<file path="src/vgs_pkg.sv">
`default_nettype none
package vgs_pkg;
  // register map, byte addresses on a 32-bit data bus
  localparam int              ADDR_W        = 8;
  localparam int              DATA_W        = 32;
  localparam int              GAIN_W        = 9;
  localparam int              PIX_W         = 8;
  localparam int              SUM_W         = 10;
  localparam logic [7:0]      OFS_LUMA_LO   = 8'h30;
  localparam logic [7:0]      OFS_U_LO      = 8'h34;
  localparam logic [7:0]      OFS_V_LO      = 8'h38;
  localparam logic [7:0]      OFS_TOP_BITS  = 8'h3C;
  localparam logic [7:0]      OFS_BRIGHT    = 8'h40;
  localparam logic [7:0]      OFS_HORIZONTAL_START_DELAY    = 8'h44;
  localparam logic [7:0]      OFS_HORIZONTAL_SCALE_FACTOR    = 8'h48;
  localparam logic [7:0]      OFS_CTRL      = 8'h4C;
  localparam logic [7:0]      OFS_STATUS    = 8'h50;
  // values after reset
  localparam logic [7:0]      RST_LUMA_LO   = 8'hD8;
  localparam logic [7:0]      RST_U_LO      = 8'hFE;
  localparam logic [7:0]      RST_V_LO      = 8'hB4;
  localparam logic [2:0]      RST_TOP_BITS  = 3'h0;
  localparam logic [7:0]      RST_BRIGHT    = 8'h00;
  localparam logic [7:0]      RST_HORIZONTAL_START_DELAY    = 8'h80;
  localparam logic [15:0]     RST_HORIZONTAL_SCALE_FACTOR    = 16'h0000;
  // field positions
  localparam int              TOP_LUMA_BIT  = 0;
  localparam int              TOP_U_BIT     = 1;
  localparam int              TOP_V_BIT     = 2;
  localparam int              CTRL_BYPASS   = 0;
  localparam int              STAT_BUF_BIT  = 16;
  // gain code 0x080 is unity, so products drop seven bits
  localparam int              GAIN_SHIFT    = 7;
  localparam logic [8:0]      GAIN_UNITY    = 9'h080;
  localparam int              BUF_DEPTH     = 2;
endpackage : vgs_pkg
`default_nettype wire

</file>
<file path="src/vgs_gain_unit.sv">
`timescale 1ns/1ns
`default_nettype none
module vgs_gain_unit #(
  parameter bit IS_CHROMA = 1'b0
) (
  input  wire logic signed [vgs_pkg::SUM_W-1:0]  sample_in,
  input  wire logic        [vgs_pkg::GAIN_W-1:0] gain,
  output logic             [vgs_pkg::PIX_W-1:0]  sample_out
);
  import vgs_pkg::*;

  logic signed [19:0] product;
  logic signed [19:0] scaled;

  // multiply, divide by 128, then clamp to the component range
  always_comb begin
    product = sample_in * $signed({1'b0, gain});
    scaled  = product >>> GAIN_SHIFT;
    if (IS_CHROMA) begin
      if (scaled > 20'sd127) begin
        sample_out = 8'h7F;
      end else if (scaled < -20'sd128) begin
        sample_out = 8'h80;
      end else begin
        sample_out = scaled[7:0];
      end
    end else begin
      if (scaled > 20'sd255) begin
        sample_out = 8'hFF;
      end else if (scaled < 20'sd0) begin
        sample_out = 8'h00;
      end else begin
        sample_out = scaled[7:0];
      end
    end
  end
endmodule : vgs_gain_unit
`default_nettype wire

</file>
<file path="src/vgs_pix_buffer.sv">
`timescale 1ns/1ns
`default_nettype none
module vgs_pix_buffer #(
  parameter int WIDTH = 24,
  parameter int DEPTH = vgs_pkg::BUF_DEPTH
) (
  input  wire logic             clk,
  input  wire logic             reset,
  input  wire logic             in_valid,
  output logic                  in_ready,
  input  wire logic [WIDTH-1:0] in_data,
  output logic                  out_valid,
  input  wire logic             out_ready,
  output logic      [WIDTH-1:0] out_data
);
  import vgs_pkg::*;

  localparam int PW = (DEPTH > 1) ? $clog2(DEPTH) : 1;

  logic [WIDTH-1:0] mem_reg [DEPTH];
  logic [PW-1:0]    wr_reg, wr_next, rd_reg, rd_next;
  logic [PW:0]      cnt_reg, cnt_next;
  logic             push, pop;

  // honest flags: ready only while an entry is free
  assign in_ready  = (cnt_reg != (PW+1)'(DEPTH));
  assign out_valid = (cnt_reg != '0);
  assign out_data  = mem_reg[rd_reg];
  assign push      = in_valid & in_ready;
  assign pop       = out_valid & out_ready;

  // pointer arithmetic with wrap for any depth
  always_comb begin
    wr_next  = wr_reg;
    rd_next  = rd_reg;
    if (push) begin
      wr_next = (wr_reg == PW'(DEPTH-1)) ? '0 : wr_reg + 1'b1;
    end
    if (pop) begin
      rd_next = (rd_reg == PW'(DEPTH-1)) ? '0 : rd_reg + 1'b1;
    end
    cnt_next = cnt_reg + (PW+1)'(push) - (PW+1)'(pop);
  end

  always_ff @(posedge clk) begin
    if (reset) begin
      wr_reg  <= '0;
      rd_reg  <= '0;
      cnt_reg <= '0;
    end else begin
      wr_reg  <= wr_next;
      rd_reg  <= rd_next;
      cnt_reg <= cnt_next;
    end
  end

  // storage needs no reset, valid is tracked by the count
  always_ff @(posedge clk) begin
    if (push) begin
      mem_reg[wr_reg] <= in_data;
    end
  end
endmodule : vgs_pix_buffer
`default_nettype wire

</file>
<file path="src/vgs_gain_top.sv">
// Function
// - reset loads luma gain low byte D8
// - top bit above low byte forms 9-bit gain
// - luma times gain, 080 means unity
// - brightness added before luma gain multiply
// - reset loads V gain low byte B4
// - V times 9-bit gain, zero blanks
// - reset loads U gain low byte FE
// - U times 9-bit gain, 080 unity
// - bypass setting skips chroma filters
//
// Chosen here: the Avalon-MM slave port.
`timescale 1ns/1ns
`default_nettype none
module vgs_gain_top (
  input  wire logic                         clk,
  input  wire logic                         reset,
  input  wire logic [vgs_pkg::ADDR_W-1:0]   avs_address,
  input  wire logic                         avs_read,
  input  wire logic                         avs_write,
  input  wire logic [vgs_pkg::DATA_W-1:0]   avs_writedata,
  input  wire logic [3:0]                   avs_byteenable,
  output logic      [vgs_pkg::DATA_W-1:0]   avs_readdata,
  output logic                              avs_waitrequest,
  input  wire logic                         in_valid,
  output logic                              in_ready,
  input  wire logic [vgs_pkg::PIX_W-1:0]    in_y,
  input  wire logic [vgs_pkg::PIX_W-1:0]    in_u,
  input  wire logic [vgs_pkg::PIX_W-1:0]    in_v,
  output logic                              out_valid,
  input  wire logic                         out_ready,
  output logic      [vgs_pkg::PIX_W-1:0]    out_y,
  output logic      [vgs_pkg::PIX_W-1:0]    out_u,
  output logic      [vgs_pkg::PIX_W-1:0]    out_v,
  output logic      [7:0]                   horizontal_start_delay,
  output logic      [15:0]                  horizontal_scale_factor
);
  import vgs_pkg::*;

  typedef enum logic [0:0] {
    BUS_IDLE = 1'b0,
    BUS_ACK  = 1'b1
  } vgs_bus_t;

  vgs_bus_t    bus_reg, bus_next;
  logic [7:0]  luma_gain_low_byte, luma_lo_next;
  logic [7:0]  u_chroma_gain_low_byte, u_lo_next;
  logic [7:0]  v_chroma_gain_low_byte, v_lo_next;
  logic [2:0]  top_reg, top_next;
  logic [7:0]  bright_reg, bright_next;
  logic [7:0]  horizontal_start_delay_reg, horizontal_start_delay_next;
  logic [15:0] horizontal_scale_factor_reg, horizontal_scale_factor_next;
  logic        bypass_reg, bypass_next;
  logic [31:0] rdata_reg, rdata_next;
  logic [15:0] pix_cnt_reg, pix_cnt_next;
  logic        do_write;

  logic [8:0]  luma_gain, u_gain, v_gain;
  logic        chroma_filter_bypass;
  logic        accept;
  logic [7:0]  prev_u_reg, prev_u_next, prev_v_reg, prev_v_next;
  logic [7:0]  filt_u, filt_v;
  logic signed [9:0] luma_sum, u_ext, v_ext;
  logic [7:0]  gy, gu, gv;
  logic        stage_valid_reg, stage_valid_next;
  logic [23:0] stage_reg, stage_next;
  logic        buf_in_ready;
  logic [23:0] buf_out;

  // two-tap chroma average; halves the chroma bandwidth ahead of scaling
  function automatic logic [7:0] vgs_avg(input logic [7:0] a, input logic [7:0] b);
    logic [8:0] s;
    s = {a[7], a} + {b[7], b};
    return s[8:1];
  endfunction : vgs_avg

  // register read mux, reserved bits read as zero
  function automatic logic [31:0] vgs_rd_mux(input logic [7:0] adr);
    logic [31:0] d;
    d = 32'h0000_0000;
    unique case (adr)
      OFS_LUMA_LO:  d[7:0]  = luma_gain_low_byte;
      OFS_U_LO:     d[7:0]  = u_chroma_gain_low_byte;
      OFS_V_LO:     d[7:0]  = v_chroma_gain_low_byte;
      OFS_TOP_BITS: d[2:0]  = top_reg;
      OFS_BRIGHT:   d[7:0]  = bright_reg;
      OFS_HORIZONTAL_START_DELAY:   d[7:0]  = horizontal_start_delay_reg;
      OFS_HORIZONTAL_SCALE_FACTOR:   d[15:0] = horizontal_scale_factor_reg;
      OFS_CTRL:     d[0]    = bypass_reg;
      OFS_STATUS: begin
        d[15:0]          = pix_cnt_reg;
        d[STAT_BUF_BIT]  = out_valid;
      end
      default:      d = 32'h0000_0000;
    endcase
    return d;
  endfunction : vgs_rd_mux

  // every access waits exactly one cycle; unmapped ones complete too
  assign avs_waitrequest = (avs_read | avs_write) & (bus_reg != BUS_ACK);
  assign avs_readdata    = rdata_reg;
  assign do_write        = avs_write & (bus_reg == BUS_ACK);

  // bus sequencing and register writes
  always_comb begin
    bus_next     = bus_reg;
    luma_lo_next = luma_gain_low_byte;
    u_lo_next    = u_chroma_gain_low_byte;
    v_lo_next    = v_chroma_gain_low_byte;
    top_next     = top_reg;
    bright_next  = bright_reg;
    horizontal_start_delay_next  = horizontal_start_delay_reg;
    horizontal_scale_factor_next  = horizontal_scale_factor_reg;
    bypass_next  = bypass_reg;
    rdata_next   = rdata_reg;
    unique case (bus_reg)
      BUS_IDLE: begin
        if (avs_read | avs_write) begin
          bus_next = BUS_ACK;
        end
        // read data captured early so it stands during the answer cycle
        if (avs_read) begin
          rdata_next = vgs_rd_mux(avs_address);
        end
      end
      BUS_ACK: begin
        bus_next = BUS_IDLE;
      end
    endcase
    if (do_write && avs_byteenable[0]) begin
      unique case (avs_address)
        OFS_LUMA_LO:  luma_lo_next = avs_writedata[7:0];
        OFS_U_LO:     u_lo_next    = avs_writedata[7:0];
        OFS_V_LO:     v_lo_next    = avs_writedata[7:0];
        OFS_TOP_BITS: top_next     = avs_writedata[2:0];
        OFS_BRIGHT:   bright_next  = avs_writedata[7:0];
        OFS_HORIZONTAL_START_DELAY:   horizontal_start_delay_next  = avs_writedata[7:0];
        OFS_HORIZONTAL_SCALE_FACTOR:   horizontal_scale_factor_next[7:0] = avs_writedata[7:0];
        OFS_CTRL:     bypass_next  = avs_writedata[CTRL_BYPASS];
        default:      bypass_next  = bypass_reg;
      endcase
    end
    if (do_write && avs_byteenable[1] && (avs_address == OFS_HORIZONTAL_SCALE_FACTOR)) begin
      horizontal_scale_factor_next[15:8] = avs_writedata[15:8];
    end
  end

  always_ff @(posedge clk) begin
    if (reset) begin
      bus_reg                <= BUS_IDLE;
      luma_gain_low_byte     <= RST_LUMA_LO;
      u_chroma_gain_low_byte <= RST_U_LO;
      v_chroma_gain_low_byte <= RST_V_LO;
      top_reg                <= RST_TOP_BITS;
      bright_reg             <= RST_BRIGHT;
      horizontal_start_delay_reg             <= RST_HORIZONTAL_START_DELAY;
      horizontal_scale_factor_reg             <= RST_HORIZONTAL_SCALE_FACTOR;
      bypass_reg             <= 1'b0;
      rdata_reg              <= 32'h0000_0000;
    end else begin
      bus_reg                <= bus_next;
      luma_gain_low_byte     <= luma_lo_next;
      u_chroma_gain_low_byte <= u_lo_next;
      v_chroma_gain_low_byte <= v_lo_next;
      top_reg                <= top_next;
      bright_reg             <= bright_next;
      horizontal_start_delay_reg             <= horizontal_start_delay_next;
      horizontal_scale_factor_reg             <= horizontal_scale_factor_next;
      bypass_reg             <= bypass_next;
      rdata_reg              <= rdata_next;
    end
  end

  assign horizontal_start_delay  = horizontal_start_delay_reg;
  assign horizontal_scale_factor = horizontal_scale_factor_reg;
  assign chroma_filter_bypass    = bypass_reg;

  // 9-bit gains: separate top bit above each low byte
  assign luma_gain = {top_reg[TOP_LUMA_BIT], luma_gain_low_byte};
  assign u_gain    = {top_reg[TOP_U_BIT], u_chroma_gain_low_byte};
  assign v_gain    = {top_reg[TOP_V_BIT], v_chroma_gain_low_byte};

  // input stalls only when the stage is full and the buffer refuses it
  assign in_ready = ~stage_valid_reg | buf_in_ready;
  assign accept   = in_valid & in_ready;

  // brightness enters ahead of the gain so it is scaled as well
  assign luma_sum = $signed({2'b00, in_y}) + $signed({{2{bright_reg[7]}}, bright_reg});
  assign filt_u   = chroma_filter_bypass ? in_u : vgs_avg(in_u, prev_u_reg);
  assign filt_v   = chroma_filter_bypass ? in_v : vgs_avg(in_v, prev_v_reg);
  assign u_ext    = $signed({{2{filt_u[7]}}, filt_u});
  assign v_ext    = $signed({{2{filt_v[7]}}, filt_v});

  vgs_gain_unit #(.IS_CHROMA(1'b0)) u_gain_y (
    .sample_in  (luma_sum),
    .gain       (luma_gain),
    .sample_out (gy)
  );
  vgs_gain_unit #(.IS_CHROMA(1'b1)) u_gain_u (
    .sample_in  (u_ext),
    .gain       (u_gain),
    .sample_out (gu)
  );
  vgs_gain_unit #(.IS_CHROMA(1'b1)) u_gain_v (
    .sample_in  (v_ext),
    .gain       (v_gain),
    .sample_out (gv)
  );

  // gains are sampled with the pixel at acceptance, so a register
  // write never alters a pixel already past the input
  always_comb begin
    stage_valid_next = stage_valid_reg;
    stage_next       = stage_reg;
    prev_u_next      = prev_u_reg;
    prev_v_next      = prev_v_reg;
    pix_cnt_next     = pix_cnt_reg;
    if (buf_in_ready) begin
      stage_valid_next = 1'b0;
    end
    if (accept) begin
      stage_valid_next = 1'b1;
      stage_next       = {gy, gu, gv};
      prev_u_next      = in_u;
      prev_v_next      = in_v;
      pix_cnt_next     = pix_cnt_reg + 16'h0001;
    end
  end

  always_ff @(posedge clk) begin
    if (reset) begin
      stage_valid_reg <= 1'b0;
      stage_reg       <= 24'h00_0000;
      prev_u_reg      <= 8'h00;
      prev_v_reg      <= 8'h00;
      pix_cnt_reg     <= 16'h0000;
    end else begin
      stage_valid_reg <= stage_valid_next;
      stage_reg       <= stage_next;
      prev_u_reg      <= prev_u_next;
      prev_v_reg      <= prev_v_next;
      pix_cnt_reg     <= pix_cnt_next;
    end
  end

  // two entries absorb a receiver stall without dropping a word
  vgs_pix_buffer #(.WIDTH(24), .DEPTH(BUF_DEPTH)) u_buf (
    .clk       (clk),
    .reset     (reset),
    .in_valid  (stage_valid_reg),
    .in_ready  (buf_in_ready),
    .in_data   (stage_reg),
    .out_valid (out_valid),
    .out_ready (out_ready),
    .out_data  (buf_out)
  );

  assign out_y = buf_out[23:16];
  assign out_u = buf_out[15:8];
  assign out_v = buf_out[7:0];
endmodule : vgs_gain_top
`default_nettype wire

</file>
<file path="config.mk">
export PLATFORM = sky130hd
export DESIGN_NAME = vgs_gain_top
export DESIGN_NICKNAME = d
export VERILOG_FILES = /design/src/vgs_pkg.sv /design/src/vgs_gain_unit.sv /design/src/vgs_pix_buffer.sv /design/src/vgs_gain_top.sv
export SDC_FILE = /design/constraint.sdc
export NUM_CORES = 1
export LEC_CHECK = 0
export BUFFER_PORTS_ARGS = -buffer_cell sky130_fd_sc_hd__clkbuf_2
export CORE_MARGIN = 3
export CORE_UTILIZATION = 62
export DETAILED_ROUTE_END_ITERATION = 8
export HOLD_SLACK_MARGIN = 0.12
export PLACE_DENSITY = 0.92
export SETUP_SLACK_MARGIN = 0.02
export SLEW_MARGIN = 10
export SYNTH_ARGS = -nofsm -noshare
export SYNTH_HDL_FRONTEND = slang
export SYNTH_SLANG_ARGS = --single-unit
</file>
<file path="constraint.sdc">
create_clock -name clk -period 9.6 [get_ports clk]
set_input_delay 1.44 -clock clk [delete_from_list [all_inputs] [get_ports clk]]
set_output_delay 1.44 -clock clk [all_outputs]
set_load 0.005 [all_outputs]
</file>
# After elaboration in Yosys (flattened, before gate mapping)
# Memory sizes are Yosys's and may differ from the RTL's. A register that Yosys moved wholly into a read port is not among the register bits.
# Cells that the tools add are included.
# op_classes
reduce_logical	14
n_mul	3
n_lt_le_gt_ge	6
mux	23
bitwise_logic	9
n_addsub	8
n_eq_ne	10
# op_table
cell	count
two-way mux 8 bit	8
== test 8 x 7 -> 1 bit (second input constant)	5
multiplier 8 x 10 -> 18 bit	2
one-hot mux 5 bit (7 select lines)	1
== test 8 x 6 -> 1 bit (second input constant)	4
greater-than comparator 11 x 8 -> 1 bit (second input constant)	2
< comparator 11 x 8 -> 1 bit (second input constant)	2
multiplier 10 x 10 -> 20 bit	1
adder 8 x 8 -> 9 bit	2
AND reduction 2 bit	9
adder 16 x 1 -> 16 bit (second input constant)	1
one-hot mux 2 bit (8 select lines)	1
one-hot mux 8 bit (2 select lines)	1
greater-than comparator 13 x 9 -> 1 bit (second input constant)	1
< comparator 13 x 1 -> 1 bit (second input constant)	1
adder 9 x 8 -> 10 bit	1
two-way mux 1 bit	10
one-hot mux 1 bit (9 select lines)	1
AND 1 bit	5
nonzero test 2 bit	2
logical AND 1 bit	3
adder 1 bit (second input constant)	2
adder 2 x 1 -> 2 bit	1
inequality test 2 bit (second input constant)	1
other kinds (4)	6
# word_totals
reg_bits	139
n_memories	1
inputBits	74
elab_cells	93
mem_bits_rw	48
out_inout_bits	83
# memory_table
name	words	word_bits	read_ports	rd_ports_with_merged_regs	write_ports	line	rtl
u_buf.mem_reg	2	24	1	1	1	vgs_pix_buffer.sv:20	logic [WIDTH-1:0] mem_reg [DEPTH];

# Longest topological paths before layout
# logic_depth
word_depth	6
depth_mapped	30

# Cells and area by module
# Synthesis repeated with hierarchy kept, for this count alone.
# unflattened
cells_unflattened	2237
area_unflattened_um2	20109.3
# by_module_without_submodules
mod	seq_area_each_um2	instances	cells_each	area_per_inst_um2
vgs_gain_top	2702.6	1	839	6955.4
vgs_gain_unit at u_gain_y	0.0	1	449	3832.4
vgs_gain_unit at u_gain_v	0.0	1	423	3723.6
vgs_gain_unit at u_gain_u	0.0	1	422	3613.5
vgs_pix_buffer	1541.5	1	104	1984.4

# Worst setup path after synthesis
# OpenSTA, ideal clock, no wires.
# synth_timing
path_type	input-to-reg
from	input port in_y[0] (netlist bit)
to	register stage_reg[18]
t_arrival_ns	7.700
t_required_ns	9.484
stages	28
slack_ns	1.784
path_buffers	1
cell_sequence	ha_1 -> inv_1 -> fa_1 -> nor2b_1 -> o21ai_1 -> a21boi_0 -> o21a_1 -> o21ai_0 -> a21oi_1 -> or3_1 -> clkbuf_1 -> nand3_1 -> fa_1 -> inv_1 -> fa_1 -> fa_1 -> fa_1 -> inv_1 -> fa_1 -> inv_1 -> ha_1 -> nand4_1 -> a2111oi_0 -> o211ai_1 -> nand2_1 -> mux2i_1 -> o21ai_2 -> o22a_2
# synth_between
elab_chain_cells	5
# synth_lines
item	line	rtl
from (decl)	vgs_gain_top.sv:27	input wire logic [vgs_pkg::PIX_W-1:0] in_y,
adder 9 x 8 -> 10 bit *	vgs_gain_top.sv:188	assign luma_sum = $signed({2'b00, in_y}) + $signed({{2{bright_reg[7]}}, bright_reg});
multiplier 10 x 10 -> 20 bit *	vgs_gain_unit.sv:17	product = sample_in * $signed({1'b0, gain});
< comparator 13 x 1 -> 1 bit	vgs_gain_unit.sv:30	end else if (scaled < 20'sd0) begin
two-way mux 8 bit	vgs_gain_unit.sv:30	
two-way mux 8 bit *	vgs_gain_unit.sv:28	if (scaled > 20'sd255) begin
to (signal assigned)	vgs_gain_top.sv:239	stage_reg <= stage_next;
to (decl)	vgs_gain_top.sv:66	logic [23:0] stage_reg, stage_next;
# Mark *: on every way between the ends. The rest lies on a longest branch, timed or not.
# A chain may end at the register's enable or synchronous reset.

# Worst setup path after layout
# layout_timing
from	input port in_y[0] (netlist bit)
to	register stage_reg[20]
# The elaborated chain is that of the path after synthesis.

==> flow_metrics.tcl <==
set metrics [dict create \
    outcome "finished, final reports clean" \
    hold_viol_final 0 \
    dp_hpwl_um 31190 \
    die_h_um 172.9 \
    post-layout-total-power_uw 4298 \
    timing.max_cap.violations 0 \
    clkTransAtPathRegs_ns 0.08 \
    worst_setup_path_start_kind "input port" \
    final-setup-viol-count 0 \
    ys_async_sr_fraction_pct 0 \
    globalRouteOverflowTotal 0 \
    dr.pass1.iters 7 \
    crit_required_ns 9.95 \
    track_usage_pct 28.47 \
    maxSlewHeadroom_pct 21.90 \
    drt_via_density 6.075 \
    synth_area_um2 17280 \
    crit_path_end_kind "flip-flop" \
    maximum_clock_rate_mhz 117.6 \
    antenna_found_initial 0 \
    route.final.wire_length_um 42780 \
    drt-wirelength-per-cell_um 17.74 \
    post_route_cells_drive_above_1_share_pct 10.50 \
    ys_warn_count 0 \
    cts_hold_buf 0 \
    p_leak_uw 0.008760 \
    cts.sink_count 188 \
    drc 0 \
    clk_path_buf_depth 2 \
    timing.critical_path.slowest_stage_cell "a2111oi_0" \
    critical_path.top_delay_family "adder cells" \
    detail-route-antenna-nets 0 \
    pin_count_of_the_biggest_net_entering_global_routing 112 \
    first_pass_grt_wire_length_um 71350 \
    starting_density_pct 63.59 \
    io-pin-count 157 \
    cts_inserted_buffers 17 \
    yosysUniqueCellTypes 69 \
    worst-setup-path-type "in2reg" \
    min-delay-path-class "reg2reg" \
    crit_arrival_ns 8.85 \
    cts_tree "built" \
    critPathBufInv 5 \
    final_period_minus_worst_setup_slack_ns 8.505 \
    placementRows 60 \
    cts_post_setup_buffers_inserted 0 \
    io_buffer_count 123 \
    ctsHtreeMaxLevel 4 \
    cts_root_buffer "clkbuf_16" \
    design.final.nets 2416 \
    horizontal_extent_of_the_die_um 172.9 \
    netlist_instances 1964 \
    max_slew.worst_pin.slew_ns 1.171 \
    drt_initial_violations 1441 \
    clk_latency_ns 0.46 \
    flow.area_growth_from_synthesis_pct 8.349 \
    avgSynthCellArea_um2 8.799 \
    timing.clock.skew_ns 0.02165 \
    most_frequent_cell_on_the_critical_path "fa_1" \
    largest_register_ff_count 48 \
    cts.repair.resized 0 \
    number_of_max_slew_violations_in_the_final_report 0 \
    synth_enable_flop_cells 48 \
    power_density_nw_per_um2 229.5 \
    critical-path-max-stage-delay_ns 0.91 \
    peak_supply_drop_mv 0.2004 \
    tns_ns 0 \
    post-route-period-util_pct 88.59 \
    vias 14650 \
    design.die.area_um2 29910 \
    via_count_of_the_first_global_routing_pass 14950 \
    floorplan.core_area_um2 27180 \
    synth-seq-area-share_pct 24.56 \
    place_congestion 0.8788 \
    num_antenna_cells 0 \
    ys_seq_elements 188 \
    rsz_0062_raised_after_global_routing "false" \
    dominantRegCellSynth "dfxtp_1" \
    critical_path.max_fanout 9 \
]
## cell usage after synthesis (20+ instances only)
library cell,instances,share of area [%]
o21ai_0,34,0.98
inv_1,243,5.3
a21oi_1,91,2.6
fa_1,154,18
nand3b_1,21,0.91
edfxtp_1,48,8.3
xnor2_1,37,1.9
and2_1,133,4.8
xor2_1,35,1.8
clkbuf_1,79,1.7
dfxtp_1,140,16
and3_1,36,1.3
nor2_1,117,2.5
nand3_1,47,1.4
nand2_1,229,5.0
nor3_1,20,0.58
a31oi_1,24,0.87
mux2_2,24,1.6
nand4_1,22,0.80
ha_1,162,12
## cells in the final DEF, fill, tap and decap left out, types with 14 or more instances in the layout
cell type,netlist,layout
a211oi_1,16,16
a21oi_1,91,91
a221oi_1,14,14
a22oi_1,17,17
a31oi_1,24,23
and2_1,133,133
and3_1,36,36
clkbuf_16,0,17
clkbuf_2,2,122
conb_1,1,15
dfxtp_1,140,140
edfxtp_1,48,48
fa_1,154,154
ha_1,162,162
inv_1,243,243
mux2_2,24,24
nand2_1,229,229
nand3_1,47,47
nand3b_1,21,21
nand4_1,22,22
nor2_1,117,116
nor2b_1,17,17
nor3_1,20,20
o21ai_0,34,34
o311ai_0,18,18
xnor2_1,37,37
xor2_1,35,35
## cells by family after synthesis
family / count (synthesis) / synth area share [%]
AO/OA/AOI/OAI: 305 / 11.75
AND/OR/NAND/NOR: 694 / 20.08
buffers and inverters: 352 / 8.037
adder cells (fa/ha/maj): 317 / 29.63
other: 1 / 0.02170
multiplexers: 35 / 2.274
flip-flops: 188 / 24.56
XOR/XNOR: 72 / 3.649
## routing by layer
layer | wire length [µm] | share of wire, % | vias up | GRT usage, %
li1 | - | - | 6675 | -
met1 | 16280 | 38 | 7047 | 35.25
met2 | 21110 | 49 | 749 | 49.14
met3 | 3528 | 8.2 | 177 | 4.633
met4 | 1860 | 4.3 | 0 | 12.77
met5 | 0 | 0 | - | 0
## power breakdown
part | internal [µW] | leakage, µW | switching [µW]
clock | 375 | 0.000314 | 415
combinational | 1110 | 0.00686 | 1440
sequential | 906 | 0.00159 | 57.1
## stage by stage
step | hold slack, ns | cells | setup WS [ns] | utilization [%] | instance area (µm²)
final | 0.4644 | 2411 | 1.095 | 68.90 | 18720
after floorplan | 0.4173 | 1978 | 1.784 | - | 17330
after global routing | 0.4796 | 2411 | 0.5774 | 68.90 | 18720
after global placement | 0.4314 | 2379 | 1.083 | 66.45 | 18060
after detailed placement | 0.4357 | 2379 | 0.7276 | 66.45 | 18060
after CTS | 0.4621 | 2411 | 1.155 | 68.86 | 18710
## worst paths after layout
check	startpoint	to	slack, ns	cells past startpoint
worst max-delay path	in_y[0]	stage_reg[20]	1.10	27
worst min-delay path	stage_reg[12]	u_buf.mem_reg[1][12]	0.46	0
worst max register to register	bright_reg[0]	stage_reg[20]	1.79	26
worst min register to register	stage_reg[12]	u_buf.mem_reg[1][12]	0.46	0
## worst register-to-register path: stages (launching register included)
cell,delay [ns]
dfxtp_1,0.38
ha_1,0.22
inv_1,0.07
fa_1,0.40
nor2b_1,0.15
o21ai_1,0.09
a21boi_0,0.27
o21a_1,0.18
nor2_1,0.06
xnor2_1,0.60
nand2_1,0.17
fa_1,0.54
inv_1,0.05
fa_1,0.48
fa_1,0.52
fa_1,0.55
inv_1,0.06
fa_1,0.50
inv_1,0.05
ha_1,0.37
nand4_1,0.12
a2111oi_0,0.91
o211ai_1,0.22
nand2_1,0.16
mux2i_1,0.23
o21ai_2,0.15
o22a_2,0.26
## area by class of cell
cell class,instances,area (µm²)
Inverter,246,923.4
Fill cell,1917,8453
Clock inverter,15,229.0
Multi-Input combinational cell,1438,11730
Tap cell,372,465.4
Clock buffer,17,425.4
Timing Repair Buffer,135,708.2
Sequential cell,188,4244
Power figures use the tool's default switching activity.
